[src/rtl/sfd_map.svh]
`ifndef SFD_MAP_SVH
`define SFD_MAP_SVH
// Function
// RULE1: Logical right shift: bit 21 low shifts, bit 21 high rotates right.
// RULE2: In first-release mode bit 21 is ignored; always plain logical shift.
// RULE3: Variable right shift: bit 6 low shifts, bit 6 high rotates right.
// RULE4: In first-release mode bit 6 is ignored; always plain variable shift.
// RULE5: Conditional move: bit 16 low moves if false, high moves if true.
// RULE6: Extended-function class decodes only in second release, else reserved.
// RULE7: Extended function row 100 column 000 is the byte-shuffle class.
// RULE8: Byte shuffle picks swap, sign-extend byte or halfword by shift field.
// RULE9: Interrupt-control function: bit 5 low disables, high enables.
// RULE10: rt, rd and shift field split shift-left, nop, superscalar_no_operation, barrier, pause.
// RULE11: Hint field splits register jumps from their hazard-barrier variants.
// RULE12: FP rs row 0 selects the six register transfers; 001 and 101 reserved.
// RULE13: FP rs row 2 selects operand format; columns 010, 011, 111 reserved.
// RULE14: Single format, function row 000 selects eight arithmetic operations.
// RULE15: Single format, rows 110 and 111 even columns select compares.
// RULE16: Coprocessor-op functions: probe 001000, return 011000, wait 100000.
// RULE17: Codes reserved for future use raise a reserved-instruction signal.
// RULE18: Codes valid only for newer levels raise a reserved-instruction signal.
// RULE19: Codes of unimplemented optional extensions raise reserved-instruction.
// RULE20: A field-class code is resolved by decoding a further field.
// RULE21: Each word yields exactly one operation or the reserved indication.
`define SFD_OPC_SPECIAL   6'h00
`define SFD_OPC_SYSTEM_COPROCESSOR      6'h10
`define SFD_OPC_FLOATING_POINT_COPROCESSOR      6'h11
`define SFD_OPC_EXT       6'h1F
`define SFD_FN_SHL        6'h00
`define SFD_FN_MOVE_COND  6'h01
`define SFD_FN_SHR        6'h02
`define SFD_FN_SHRV       6'h06
`define SFD_FN_JUMP_REG   6'h08
`define SFD_FN_JUMP_LINK  6'h09
`define SFD_SA_SUPERSCALAR_NO_OPERATION      5'h01
`define SFD_SA_BARRIER    5'h03
`define SFD_SA_PAUSE      5'h05
`define SFD_HINT_BARRIER  5'h10
`define SFD_BIT_ROT_IMM   21
`define SFD_BIT_ROT_VAR   6
`define SFD_BIT_TF        16
`define SFD_BIT_IE        5
`define SFD_FN_EXTRACT    6'h00
`define SFD_FN_INSERT     6'h04
`define SFD_FN_SHUFFLE    6'h20
`define SFD_SA_SWAP       5'h02
`define SFD_SA_SEXT_B     5'h10
`define SFD_SA_SEXT_H     5'h18
`define SFD_RS_C0_MOVE_FR 5'h00
`define SFD_RS_C0_MOVE_TO 5'h04
`define SFD_RS_C0_INTCTL  5'h0B
`define SFD_FN_PROBE      6'h08
`define SFD_FN_RETURN     6'h18
`define SFD_FN_WAIT       6'h20
`define SFD_FN_FP_MOVCF   6'h11
`define SFD_REG_CTRL      32'h0000_0000
`define SFD_REG_LAST      32'h0000_0004
`define SFD_REG_DEC_CNT   32'h0000_0008
`define SFD_REG_RSV_CNT   32'h0000_000C
`define SFD_CTRL_REL2     0
`define SFD_CTRL_STRICT   1
`define SFD_CTRL_MASK     32'h0000_0003
`define SFD_CTRL_RESET    32'h0000_0001
`define SFD_LAST_RSV      8
`endif

[src/rtl/sfd_pkg.sv]
package sfd_pkg;
	typedef enum logic [5:0] {
		OP_NONE, OP_PASS,
		OP_SHIFT_LEFT_LOGICAL, OP_NO_OPERATION, OP_SUPERSCALAR_NO_OPERATION,
		OP_EXECUTION_HAZARD_BARRIER, OP_PAUSE,
		OP_SHIFT_RIGHT_LOGICAL, OP_ROTATE_RIGHT,
		OP_SHIFT_RIGHT_LOGICAL_VARIABLE, OP_ROTATE_RIGHT_VARIABLE,
		OP_MOVE_IF_COND_FALSE, OP_MOVE_IF_COND_TRUE,
		OP_JUMP_REGISTER, OP_JUMP_REGISTER_HAZARD_BARRIER,
		OP_JUMP_LINK_REGISTER, OP_JUMP_LINK_REGISTER_BARRIER,
		OP_SWAP_BYTES_IN_HALFWORDS, OP_SIGN_EXTEND_BYTE, OP_SIGN_EXTEND_HALFWORD,
		OP_DISABLE_INTERRUPTS, OP_ENABLE_INTERRUPTS,
		OP_TRANSLATION_BUFFER_PROBE, OP_EXCEPTION_RETURN, OP_WAIT_FOR_INTERRUPT,
		OP_FP_MOVE_FROM, OP_FP_CONTROL_FROM, OP_FP_MOVE_FROM_HIGH,
		OP_FP_MOVE_TO, OP_FP_CONTROL_TO, OP_FP_MOVE_TO_HIGH,
		OP_FMT_DOUBLE, OP_FMT_WORD, OP_FMT_LONG, OP_FMT_PAIRED_SINGLE,
		OP_FP_ADD, OP_FP_SUB, OP_FP_MUL, OP_FP_DIV,
		OP_FP_SQRT, OP_FP_ABS, OP_FP_MOV, OP_FP_NEG,
		OP_FP_CMP_F, OP_FP_CMP_UN, OP_FP_CMP_EQ, OP_FP_CMP_UEQ,
		OP_FP_CMP_SF, OP_FP_CMP_NGLE, OP_FP_CMP_SEQ, OP_FP_CMP_NGL,
		OP_FP_MOVE_IF_COND_FALSE, OP_FP_MOVE_IF_COND_TRUE
	} sfd_op_t;

	typedef enum logic [2:0] {
		CLS_OTHER, CLS_SPECIAL, CLS_EXT, CLS_SYSTEM_COPROCESSOR, CLS_FLOATING_POINT_COPROCESSOR
	} sfd_class_t;
endpackage

[src/rtl/sfd_fp_dec.sv]
`include "sfd_map.svh"
module sfd_fp_dec
	import sfd_pkg::*;
(
	// Instruction and mode
	input  wire logic [31:0] instr,
	input  wire logic        release2,
	// Decoded result
	output sfd_op_t          op,
	output logic             reserved
);
	function automatic sfd_op_t arith(input logic [2:0] col);
		sfd_op_t r;
		r = OP_FP_ADD;
		unique case (col)
			3'h0: r = OP_FP_ADD;
			3'h1: r = OP_FP_SUB;
			3'h2: r = OP_FP_MUL;
			3'h3: r = OP_FP_DIV;
			3'h4: r = OP_FP_SQRT;
			3'h5: r = OP_FP_ABS;
			3'h6: r = OP_FP_MOV;
			3'h7: r = OP_FP_NEG;
		endcase
		return r;
	endfunction

	function automatic sfd_op_t compare(input logic [2:0] sel);
		sfd_op_t r;
		r = OP_FP_CMP_F;
		unique case (sel)
			3'h0: r = OP_FP_CMP_F;
			3'h1: r = OP_FP_CMP_UN;
			3'h2: r = OP_FP_CMP_EQ;
			3'h3: r = OP_FP_CMP_UEQ;
			3'h4: r = OP_FP_CMP_SF;
			3'h5: r = OP_FP_CMP_NGLE;
			3'h6: r = OP_FP_CMP_SEQ;
			3'h7: r = OP_FP_CMP_NGL;
		endcase
		return r;
	endfunction

	logic [1:0] row;
	logic [2:0] col;
	logic [5:0] fn;
	sfd_op_t    xfer_op;
	sfd_op_t    fmt_op;
	sfd_op_t    s_op;
	logic       xfer_rsv;
	logic       fmt_rsv;
	logic       s_rsv;
	logic       is_single;

	assign row = instr[25:24];
	assign col = instr[23:21];
	assign fn = instr[5:0];
	assign xfer_op =
		(col == 3'h0) ? OP_FP_MOVE_FROM :                              //RULE12
		(col == 3'h2) ? OP_FP_CONTROL_FROM :
		(col == 3'h3) ? OP_FP_MOVE_FROM_HIGH :
		(col == 3'h4) ? OP_FP_MOVE_TO :
		(col == 3'h6) ? OP_FP_CONTROL_TO :
		OP_FP_MOVE_TO_HIGH;
	assign xfer_rsv = (col == 3'h1) || (col == 3'h5) ||                //RULE12
		(!release2 && (col == 3'h3 || col == 3'h7));                   //RULE18
	assign fmt_op =
		(col == 3'h1) ? OP_FMT_DOUBLE :                                //RULE13
		(col == 3'h4) ? OP_FMT_WORD :
		(col == 3'h5) ? OP_FMT_LONG :
		OP_FMT_PAIRED_SINGLE;
	assign fmt_rsv = (col == 3'h2) || (col == 3'h3) || (col == 3'h7);  //RULE13
	assign is_single = (col == 3'h0);
	assign s_rsv = (fn[5:4] == 2'b11 && fn[0]) ||                      //RULE19
		(fn[5:3] == 3'b101) || (fn == 6'h10) || (fn == 6'h14) ||       //RULE17
		(fn[5:3] == 3'b011 && fn[2:0] != 3'h4 && fn[2:0] != 3'h5 &&
		fn[2:0] != 3'h6);
	assign s_op =
		(fn[5:3] == 3'b000) ? arith(fn[2:0]) :                         //RULE14
		(fn[5:4] == 2'b11) ? compare({fn[3], fn[2:1]}) :               //RULE15
		(fn == `SFD_FN_FP_MOVCF) ?                                     //RULE20
			(instr[`SFD_BIT_TF] ? OP_FP_MOVE_IF_COND_TRUE :             //RULE5
			OP_FP_MOVE_IF_COND_FALSE) :
		OP_PASS;
	assign reserved =
		(row == 2'h0) ? xfer_rsv :
		(row == 2'h1) ? (col != 3'h0) :                                //RULE19
		(row == 2'h2) ? (is_single ? s_rsv : fmt_rsv) :
		1'b1;                                                          //RULE19
	assign op =
		reserved ? OP_NONE :                                           //RULE21
		(row == 2'h0) ? xfer_op :
		(row == 2'h1) ? OP_PASS :
		is_single ? s_op : fmt_op;
endmodule

[src/rtl/sfd_special_dec.sv]
`include "sfd_map.svh"
module sfd_special_dec
	import sfd_pkg::*;
(
	// Instruction and mode
	input  wire logic [31:0] instr,
	input  wire logic        release2,
	// Decoded result
	output sfd_op_t          op,
	output logic             reserved
);
	logic [5:0] fn;
	logic [4:0] sa;
	logic       zero_regs;
	logic       hint_ok;
	logic       hint_hb;
	sfd_op_t    shl_op;
	sfd_op_t    jr_op;
	sfd_op_t    jl_op;

	assign fn = instr[5:0];
	assign sa = instr[10:6];
	assign zero_regs = (instr[20:11] == 10'h000);
	assign shl_op =
		(zero_regs && sa == 5'h00) ? OP_NO_OPERATION :                //RULE10
		(zero_regs && sa == `SFD_SA_SUPERSCALAR_NO_OPERATION) ? OP_SUPERSCALAR_NO_OPERATION :
		(zero_regs && release2 && sa == `SFD_SA_BARRIER) ?
			OP_EXECUTION_HAZARD_BARRIER :
		(zero_regs && release2 && sa == `SFD_SA_PAUSE) ? OP_PAUSE :
		OP_SHIFT_LEFT_LOGICAL;
	assign hint_hb = release2 && (sa == `SFD_HINT_BARRIER);            //RULE18
	assign hint_ok = (sa == 5'h00) || hint_hb;
	assign jr_op = hint_hb ? OP_JUMP_REGISTER_HAZARD_BARRIER :         //RULE11
		OP_JUMP_REGISTER;
	assign jl_op = hint_hb ? OP_JUMP_LINK_REGISTER_BARRIER :           //RULE11
		OP_JUMP_LINK_REGISTER;
	assign reserved = ((fn == `SFD_FN_JUMP_REG) || (fn == `SFD_FN_JUMP_LINK))
		&& !hint_ok;                                                   //RULE17
	assign op =
		reserved ? OP_NONE :                                           //RULE21
		(fn == `SFD_FN_SHL) ? shl_op :
		(fn == `SFD_FN_SHR) ?
			((release2 && instr[`SFD_BIT_ROT_IMM]) ? OP_ROTATE_RIGHT : //RULE1 RULE2
			OP_SHIFT_RIGHT_LOGICAL) :
		(fn == `SFD_FN_SHRV) ?
			((release2 && instr[`SFD_BIT_ROT_VAR]) ?                   //RULE3 RULE4
			OP_ROTATE_RIGHT_VARIABLE : OP_SHIFT_RIGHT_LOGICAL_VARIABLE) :
		(fn == `SFD_FN_MOVE_COND) ?
			(instr[`SFD_BIT_TF] ? OP_MOVE_IF_COND_TRUE :                //RULE5
			OP_MOVE_IF_COND_FALSE) :
		(fn == `SFD_FN_JUMP_REG) ? jr_op :
		(fn == `SFD_FN_JUMP_LINK) ? jl_op :
		OP_PASS;
endmodule

[src/rtl/sfd_top.sv]
`include "sfd_map.svh"
module sfd_top
	import sfd_pkg::*;
(
	// Clock and reset
	input  wire logic        CLK_SYS,
	input  wire logic        RSTN,
	// AHB-Lite slave
	input  wire logic        HSEL,
	input  wire logic [31:0] HADDR,
	input  wire logic [1:0]  HTRANS,
	input  wire logic        HWRITE,
	input  wire logic [2:0]  HSIZE,
	input  wire logic [31:0] HWDATA,
	input  wire logic        HREADY,
	output logic      [31:0] HRDATA,
	output logic             HREADYOUT,
	output logic             HRESP,
	// Instruction from fetch and issue
	input  wire logic        INSTR_VALID,
	input  wire logic [31:0] INSTR_WORD,
	// Decoded result
	output logic             DEC_VALID,
	output sfd_op_t          DEC_OP,
	output logic             DEC_RESERVED,
	output sfd_class_t       DEC_CLASS
);
	logic        rst_q1;
	logic        rst_n;
	logic [31:0] ctrl;
	logic [31:0] last;
	logic [31:0] dec_cnt;
	logic [31:0] rsv_cnt;
	logic        wr_pend;
	logic [31:0] wr_addr;

	// Reset release
	always_ff @(posedge CLK_SYS or negedge RSTN)
	begin
		if (!RSTN)
		begin
			rst_q1 <= 1'b0;
			rst_n <= 1'b0;
		end
		else
		begin
			rst_q1 <= 1'b1;
			rst_n <= rst_q1;
		end
	end

	// Mode bits
	logic release2;
	logic strict;
	assign release2 = ctrl[`SFD_CTRL_REL2];
	assign strict = ctrl[`SFD_CTRL_STRICT];

	// Instruction fields
	logic [5:0] opcode;
	logic [5:0] fn;
	logic [4:0] rs;
	logic [4:0] sa;
	assign opcode = INSTR_WORD[31:26];
	assign fn = INSTR_WORD[5:0];
	assign rs = INSTR_WORD[25:21];
	assign sa = INSTR_WORD[10:6];

	// Plain function class
	sfd_op_t sp_op;
	logic    sp_rsv;
	sfd_special_dec u_special (
		.instr    (INSTR_WORD),
		.release2 (release2),
		.op       (sp_op),
		.reserved (sp_rsv)
	);

	// Floating-point coprocessor
	sfd_op_t fp_op;
	logic    fp_rsv;
	sfd_fp_dec u_fp (
		.instr    (INSTR_WORD),
		.release2 (release2),
		.op       (fp_op),
		.reserved (fp_rsv)
	);

	// Extended-function class and byte shuffle
	logic    shuf_hit;
	logic    shuf_known;
	sfd_op_t shuf_op;
	logic    ext_rsv;
	sfd_op_t ext_op;
	assign shuf_hit = (fn == `SFD_FN_SHUFFLE);                         //RULE7
	assign shuf_known = (sa == `SFD_SA_SWAP) || (sa == `SFD_SA_SEXT_B) ||
		(sa == `SFD_SA_SEXT_H);
	assign shuf_op =
		(sa == `SFD_SA_SWAP) ? OP_SWAP_BYTES_IN_HALFWORDS :            //RULE8
		(sa == `SFD_SA_SEXT_B) ? OP_SIGN_EXTEND_BYTE :
		(sa == `SFD_SA_SEXT_H) ? OP_SIGN_EXTEND_HALFWORD :
		OP_NO_OPERATION;
	assign ext_rsv = !release2 ||                                      //RULE6
		(shuf_hit && !shuf_known && strict) ||                         //RULE8
		(!shuf_hit && fn != `SFD_FN_EXTRACT && fn != `SFD_FN_INSERT);  //RULE19
	assign ext_op =
		ext_rsv ? OP_NONE :
		shuf_hit ? shuf_op :                                           //RULE20
		OP_PASS;

	// System coprocessor
	logic    c0_cop;
	logic    c0_int;
	logic    c0_rsv;
	sfd_op_t c0_func_op;
	sfd_op_t c0_op;
	assign c0_cop = INSTR_WORD[25];
	assign c0_int = (rs == `SFD_RS_C0_INTCTL);
	assign c0_func_op =
		(fn == `SFD_FN_PROBE) ? OP_TRANSLATION_BUFFER_PROBE :          //RULE16
		(fn == `SFD_FN_RETURN) ? OP_EXCEPTION_RETURN :
		(fn == `SFD_FN_WAIT) ? OP_WAIT_FOR_INTERRUPT :
		OP_NONE;
	assign c0_rsv =
		c0_cop ? (c0_func_op == OP_NONE) :                             //RULE17
		c0_int ? !release2 :                                           //RULE18
		!(rs == `SFD_RS_C0_MOVE_FR || rs == `SFD_RS_C0_MOVE_TO);
	assign c0_op =
		c0_rsv ? OP_NONE :
		c0_cop ? c0_func_op :
		c0_int ? (INSTR_WORD[`SFD_BIT_IE] ? OP_ENABLE_INTERRUPTS :      //RULE9
			OP_DISABLE_INTERRUPTS) :
		OP_PASS;

	// Class selection
	sfd_class_t cls;
	sfd_op_t    sel_op;
	logic       sel_rsv;
	assign cls =
		(opcode == `SFD_OPC_SPECIAL) ? CLS_SPECIAL :
		(opcode == `SFD_OPC_EXT) ? CLS_EXT :
		(opcode == `SFD_OPC_SYSTEM_COPROCESSOR) ? CLS_SYSTEM_COPROCESSOR :
		(opcode == `SFD_OPC_FLOATING_POINT_COPROCESSOR) ? CLS_FLOATING_POINT_COPROCESSOR :
		CLS_OTHER;
	assign sel_rsv =
		(cls == CLS_SPECIAL) ? sp_rsv :
		(cls == CLS_EXT) ? ext_rsv :
		(cls == CLS_SYSTEM_COPROCESSOR) ? c0_rsv :
		(cls == CLS_FLOATING_POINT_COPROCESSOR) ? fp_rsv :
		1'b0;
	assign sel_op =
		sel_rsv ? OP_NONE :                                            //RULE21
		(cls == CLS_SPECIAL) ? sp_op :
		(cls == CLS_EXT) ? ext_op :
		(cls == CLS_SYSTEM_COPROCESSOR) ? c0_op :
		(cls == CLS_FLOATING_POINT_COPROCESSOR) ? fp_op :
		OP_PASS;

	// Decoded result registers
	always_ff @(posedge CLK_SYS or negedge rst_n)
	begin
		if (!rst_n)
		begin
			DEC_VALID <= 1'b0;
			DEC_OP <= OP_NONE;
			DEC_RESERVED <= 1'b0;
			DEC_CLASS <= CLS_OTHER;
		end
		else
		begin
			DEC_VALID <= INSTR_VALID;
			if (INSTR_VALID)
			begin
				DEC_OP <= sel_op;
				DEC_RESERVED <= sel_rsv;
				DEC_CLASS <= cls;
			end
		end
	end

	// Bus address phase
	logic accept;
	logic rd_accept;
	assign accept = HSEL && HREADY && HTRANS[1];
	assign rd_accept = accept && !HWRITE;
	assign HREADYOUT = 1'b1;
	assign HRESP = 1'b0;

	function automatic logic [31:0] reg_read(input logic [31:0] a,
		input logic [31:0] c, input logic [31:0] l,
		input logic [31:0] d, input logic [31:0] r);
		logic [31:0] v;
		v = 32'h0000_0000;
		if (a == `SFD_REG_CTRL)
			v = c;
		else if (a == `SFD_REG_LAST)
			v = l;
		else if (a == `SFD_REG_DEC_CNT)
			v = d;
		else if (a == `SFD_REG_RSV_CNT)
			v = r;
		return v;
	endfunction

	logic [31:0] rd_value;
	assign rd_value = reg_read(HADDR, ctrl, last, dec_cnt, rsv_cnt);

	always_ff @(posedge CLK_SYS or negedge rst_n)
	begin
		if (!rst_n)
		begin
			wr_pend <= 1'b0;
			wr_addr <= 32'h0000_0000;
			HRDATA <= 32'h0000_0000;
		end
		else
		begin
			wr_pend <= accept && HWRITE;
			if (accept)
				wr_addr <= HADDR;
			if (rd_accept)
				HRDATA <= rd_value;
		end
	end

	// Bus data phase writes
	logic wr_ctrl;
	logic clr_dec;
	logic clr_rsv;
	logic ev_rsv;
	logic [31:0] next_last;
	logic [31:0] next_dec_cnt;
	logic [31:0] next_rsv_cnt;
	assign wr_ctrl = wr_pend && (wr_addr == `SFD_REG_CTRL);
	assign clr_dec = wr_pend && (wr_addr == `SFD_REG_DEC_CNT);
	assign clr_rsv = wr_pend && (wr_addr == `SFD_REG_RSV_CNT);
	assign ev_rsv = INSTR_VALID && sel_rsv;
	assign next_last = {19'h00000, cls, 1'b0, sel_rsv, 2'b00, sel_op};
	assign next_dec_cnt = clr_dec ? {31'h0, INSTR_VALID} :
		dec_cnt + {31'h0, INSTR_VALID};
	assign next_rsv_cnt = clr_rsv ? {31'h0, ev_rsv} :
		rsv_cnt + {31'h0, ev_rsv};

	always_ff @(posedge CLK_SYS or negedge rst_n)
	begin
		if (!rst_n)
		begin
			ctrl <= `SFD_CTRL_RESET;
			last <= 32'h0000_0000;
			dec_cnt <= 32'h0000_0000;
			rsv_cnt <= 32'h0000_0000;
		end
		else
		begin
			if (wr_ctrl)
				ctrl <= HWDATA & `SFD_CTRL_MASK;
			if (INSTR_VALID)
				last <= next_last;
			dec_cnt <= next_dec_cnt;
			rsv_cnt <= next_rsv_cnt;
		end
	end
endmodule
[config.mk]
export PLATFORM = sky130hd
export DESIGN_NAME = sfd_top
export DESIGN_NICKNAME = d
export VERILOG_FILES = /design/src/rtl/sfd_pkg.sv /design/src/rtl/sfd_fp_dec.sv /design/src/rtl/sfd_special_dec.sv /design/src/rtl/sfd_top.sv
export VERILOG_INCLUDE_DIRS = /design/src /design/src/rtl
export SDC_FILE = /design/constraint.sdc
export NUM_CORES = 1
export LEC_CHECK = 0
export ABC_AREA = 1
export BUFFER_PORTS_ARGS = -buffer_cell sky130_fd_sc_hd__buf_2
export CAP_MARGIN = 20
export CORE_UTILIZATION = 55
export DETAILED_ROUTE_END_ITERATION = 12
export GPL_TIMING_DRIVEN = 0
export PLACE_DENSITY = 0.79
export SLEW_MARGIN = 20
export SYNTH_ARGS = -nofsm -noshare
export SYNTH_HDL_FRONTEND = slang
export SYNTH_SLANG_ARGS = --single-unit
[constraint.sdc]
create_clock -name CLK_SYS -period 8.7 [get_ports CLK_SYS]
set_clock_uncertainty 0.1 [all_clocks]
set_input_delay 0.87 -clock CLK_SYS [delete_from_list [all_inputs] [get_ports CLK_SYS]]
set_output_delay 0.87 -clock CLK_SYS [all_outputs]
set_load 0.05 [all_outputs]
==> key figures <==
Logic synthesis
  • Largest family of logic cells by synthesized area: simple AND/OR/NAND/NOR gates
  • Ys async rst share: 100.0%
  • Area contributors post-synth: dfrtp_1, nand2_1, inv_1
  • Library cells used by synthesis: 51
  • Syn Std Cell Area: 8503 sq um
  • Post-Synth Adder-Cell Area: under 10%
  • Simple-gate share of the synthesized area: 32.40%
  • Sequential fraction of the synthesis area: 42.39%
  • Syn Area/Cell: 7.420 sq um
  • Most common cell in the synthesized netlist: nand2_1
  • Cells after Synth: about 1100
  • Synth Area in Compound Gates: 11.04%
  • Area leader, netlist: dfrtp_1
  • Commonest cells in the netlist: nand2_1, dfrtp_1, inv_1, nor2_1, o21ai_0
  • Mux cell area share after synthesis: 2.384%
  • Post-Synth XOR/XNOR Area: 2.060%
  • Synth top area share: 42.08%
  • Post-synth EDFFs: 0
  • Synthesis Warnings: 0
  • Top_reg_cell synth: dfrtp_1
  • Yosys reg bits: 144

Global routing
  • Largest net degree at the start of global routing: 59
  • Global-route usage over all layers: between 20% and 30%
  • Number of global-route vias before repair: between 7000 and 8000
  • Global-route wire length before repair: 36980 microns
  • Antenna violations before repair: 0
  • Grt total ovfl: 0

Placement
  • Post-DP HPWL: 17190 microns
  • Number of port buffers: 115
  • Dpl cells: around 1500
  • RePlAce Congestion: 0.9610

Layout
  • Final Util: 65.59%
  • Final net count: 1399
  • Diode count: 0
  • Synth-to-Final Area Change: 16.83%
  • Share of post-route cells with drive strength above 1: 17.14%
  • Final cell count without fillers: 1483

Timing
  • Setup-failing EPs final: 0
  • Setup_tns: 0 ns
  • Final hold viol count: 0
  • Pin slew with the least headroom to its limit: 0.8553 ns
  • Slew Viols, Final: 0
  • Smallest hold slack: about 0.12 ns
  • Post-layout min period: 3.783 ns
  • FMAX: 264.4 MHz
  • RSZ-0062 raised after global routing: false
  • Fin crit share: 43.48%
  • Max-Slew Margin vs Limit: 42.67%

Power and ir drop
  • Leakage: 4.884 nW
  • VDD IR max: 0.1498 mV
  • Combinational share of power: 12.5%
  • Final total power: 1.667 mW
  • Pwr Density: between 150 and 200 nW/um^2
  • Clock power share: 41.5%
  • Net Sw Frac: 28.33%
  • Reg power frac: 46.0%
  • Pint: 1.195 mW
  • Psw: 472.2 uW

Status
  • Status: finished clean

Worst setup path
  • Largest delay share family, worst path: simple AND/OR/NAND/NOR gates
  • Worst path required time: 8.86 ns
  • CP arrival: just under 4 ns
  • Slowest stage cell, crit path: buf_2
  • Worst Setup Start Kind: input port
  • Count of buffer and inverter cells on the critical path: 4
  • Reg2Reg Depth: 22
  • Slowest cell delay on critical path: 0.20 ns
  • Critical path depth: 28
  • Crit. End Element: register
  • Crit Path Class: in2reg
  • Flop2flop setup slack: 5.48 ns
  • Most used cell, CP: nand2_1
  • Crit Path Max Fanout: 9

Floorplan
  • Die Y: 126.3 microns
  • Site Rows: 45
  • Total core area: between 15000 and 20000 sq um
  • Top-level port count: 152
  • Chip width: 126.3 microns
  • Initial Util: ~56%
  • Die area: ~16000 sq um

Clocking
  • Clock transition at path regs: about 0.06 ns
  • Clock latency on the worst-skew pair: 0.43 ns
  • CTS max path bufs: 2
  • Num CTS Buffers: 17
  • Post-CTS Setup Bufs: 0
  • CTS Sinks: between 100 and 150
  • Clock root buffer: clkbuf_16
  • CTS hold repair buffers: 0
  • CTS tree: yes
  • H-tree Lvls: 4
  • Post_cts resized: 0

Run
  • Max Cap Violations: 0

Drt
  • WL/cell: 14.96 microns
  • WL final: between 20000 and 25000 microns
  • Vias/cell: around 5.5
  • Antenna violation net count after detailed routing: 0
  • Pre-antenna DRT Iters: 5
  • Via count: 8168
  • DRC violations left: 0
  • DRT iter0 DRCs: 635

Hold path
  • Min-Delay Path Class: in2async
==> sequential cells by signal, indices dropped and copies added, names as in the netlist <==
signal     flops
DEC_CLASS      3
DEC_OP         5
DEC_VALID      1
HRDATA        32
ctrl           2
dec_cnt       32
last           2
rst_n          1
rst_q1         1
rsv_cnt       32
wr_addr       32
wr_pend        1
==> layout make-up <==
cell class              count  area [sq um]
plain buffers              27         143.9
clock buffers              17         425.4
clock inverters            14         132.6
fillers                  1358          5211
inverters                 150         563.0
multi-input cells         826          4195
flip-flops and latches    144          3608
well taps                 188         235.2
repair buffers            117         630.6
==> layout by cell type, fill, tap and decap left out, types with 35 or more instances in the layout <==
cell,n
nor3_1,56
inv_1,142
o21ai_0,75
o21ai_1,50
nand2_1,258
nor2_1,137
nand3_1,52
dfrtp_1,142
buf_2,122
nand4_1,35
==> worst reg2reg max path: stages (launching register included) <==
cell	delay, ns
dfstp_2	0.37
clkbuf_1	0.23
nand3_1	0.16
nand3_1	0.11
nand2_1	0.11
a21oi_1	0.07
nand2_1	0.11
nand2_1	0.07
nand2_2	0.07
nand2_2	0.07
nor2_1	0.14
ha_1	0.18
nand2_2	0.09
inv_1	0.09
nand2_2	0.08
nor2_4	0.16
nand2_4	0.09
nor2_4	0.18
nand3_2	0.14
nor2_4	0.13
nand2_1	0.08
nor3b_1	0.19
nor3_1	0.06
==> worst paths after layout <==
kind,from,to
min in group CLK_SYS,rst_q1,rst_n
max,INSTR_WORD[1],rsv_cnt[31]
min,RSTN,rst_q1
max in group asynchronous,rst_n,ctrl[0]
min reg2reg,rst_n,rsv_cnt[10]
max reg2reg,ctrl[0],rsv_cnt[31]
==> power by group through the flow <==
stage          registers [mW]  logic (mW)  clock network, mW
6_report                0.767       0.208              0.691
5_1_grt                 0.776       0.236              0.725
4_1_cts                 0.767       0.209              0.699
3_5_place_dp            0.779       0.207                  0
3_3_place_gp            0.785       0.189                  0
2_1_floorplan           0.782       0.133                  0
==> layer usage <==
metal	global-route usage, %	vias up	part of all wire [%]
met1	37.04	3766	42
li1	-	4044	-
met2	49.69	301	48
met4	12.62	0	3.7
met5	0	-	0
met3	5.483	57	6.3
==> per-stage QoR <==
step | worst slack, ns | instance area, sq um
2_1_floorplan | 4.293 | 8507
3_3_place_gp | 2.776 | 9318
3_5_place_dp | 4.555 | 9376
4_1_cts | 4.960 | 9935
5_1_grt | 4.481 | 9935
6_report | 4.917 | 9935
==> kinds of logic after synthesis <==
| family | after synthesis |
|---|---|
| AND/OR/NAND/NOR | 600 |
| multiplexers | 18 |
| XOR/XNOR | 20 |
| flip-flops | 144 |
| AO/OA/AOI/OAI | 176 |
| other | 2 |
| adder cells (fa/ha/maj) | 9 |
| buffers and inverters | 177 |
(Power assumes the default switching activity.)
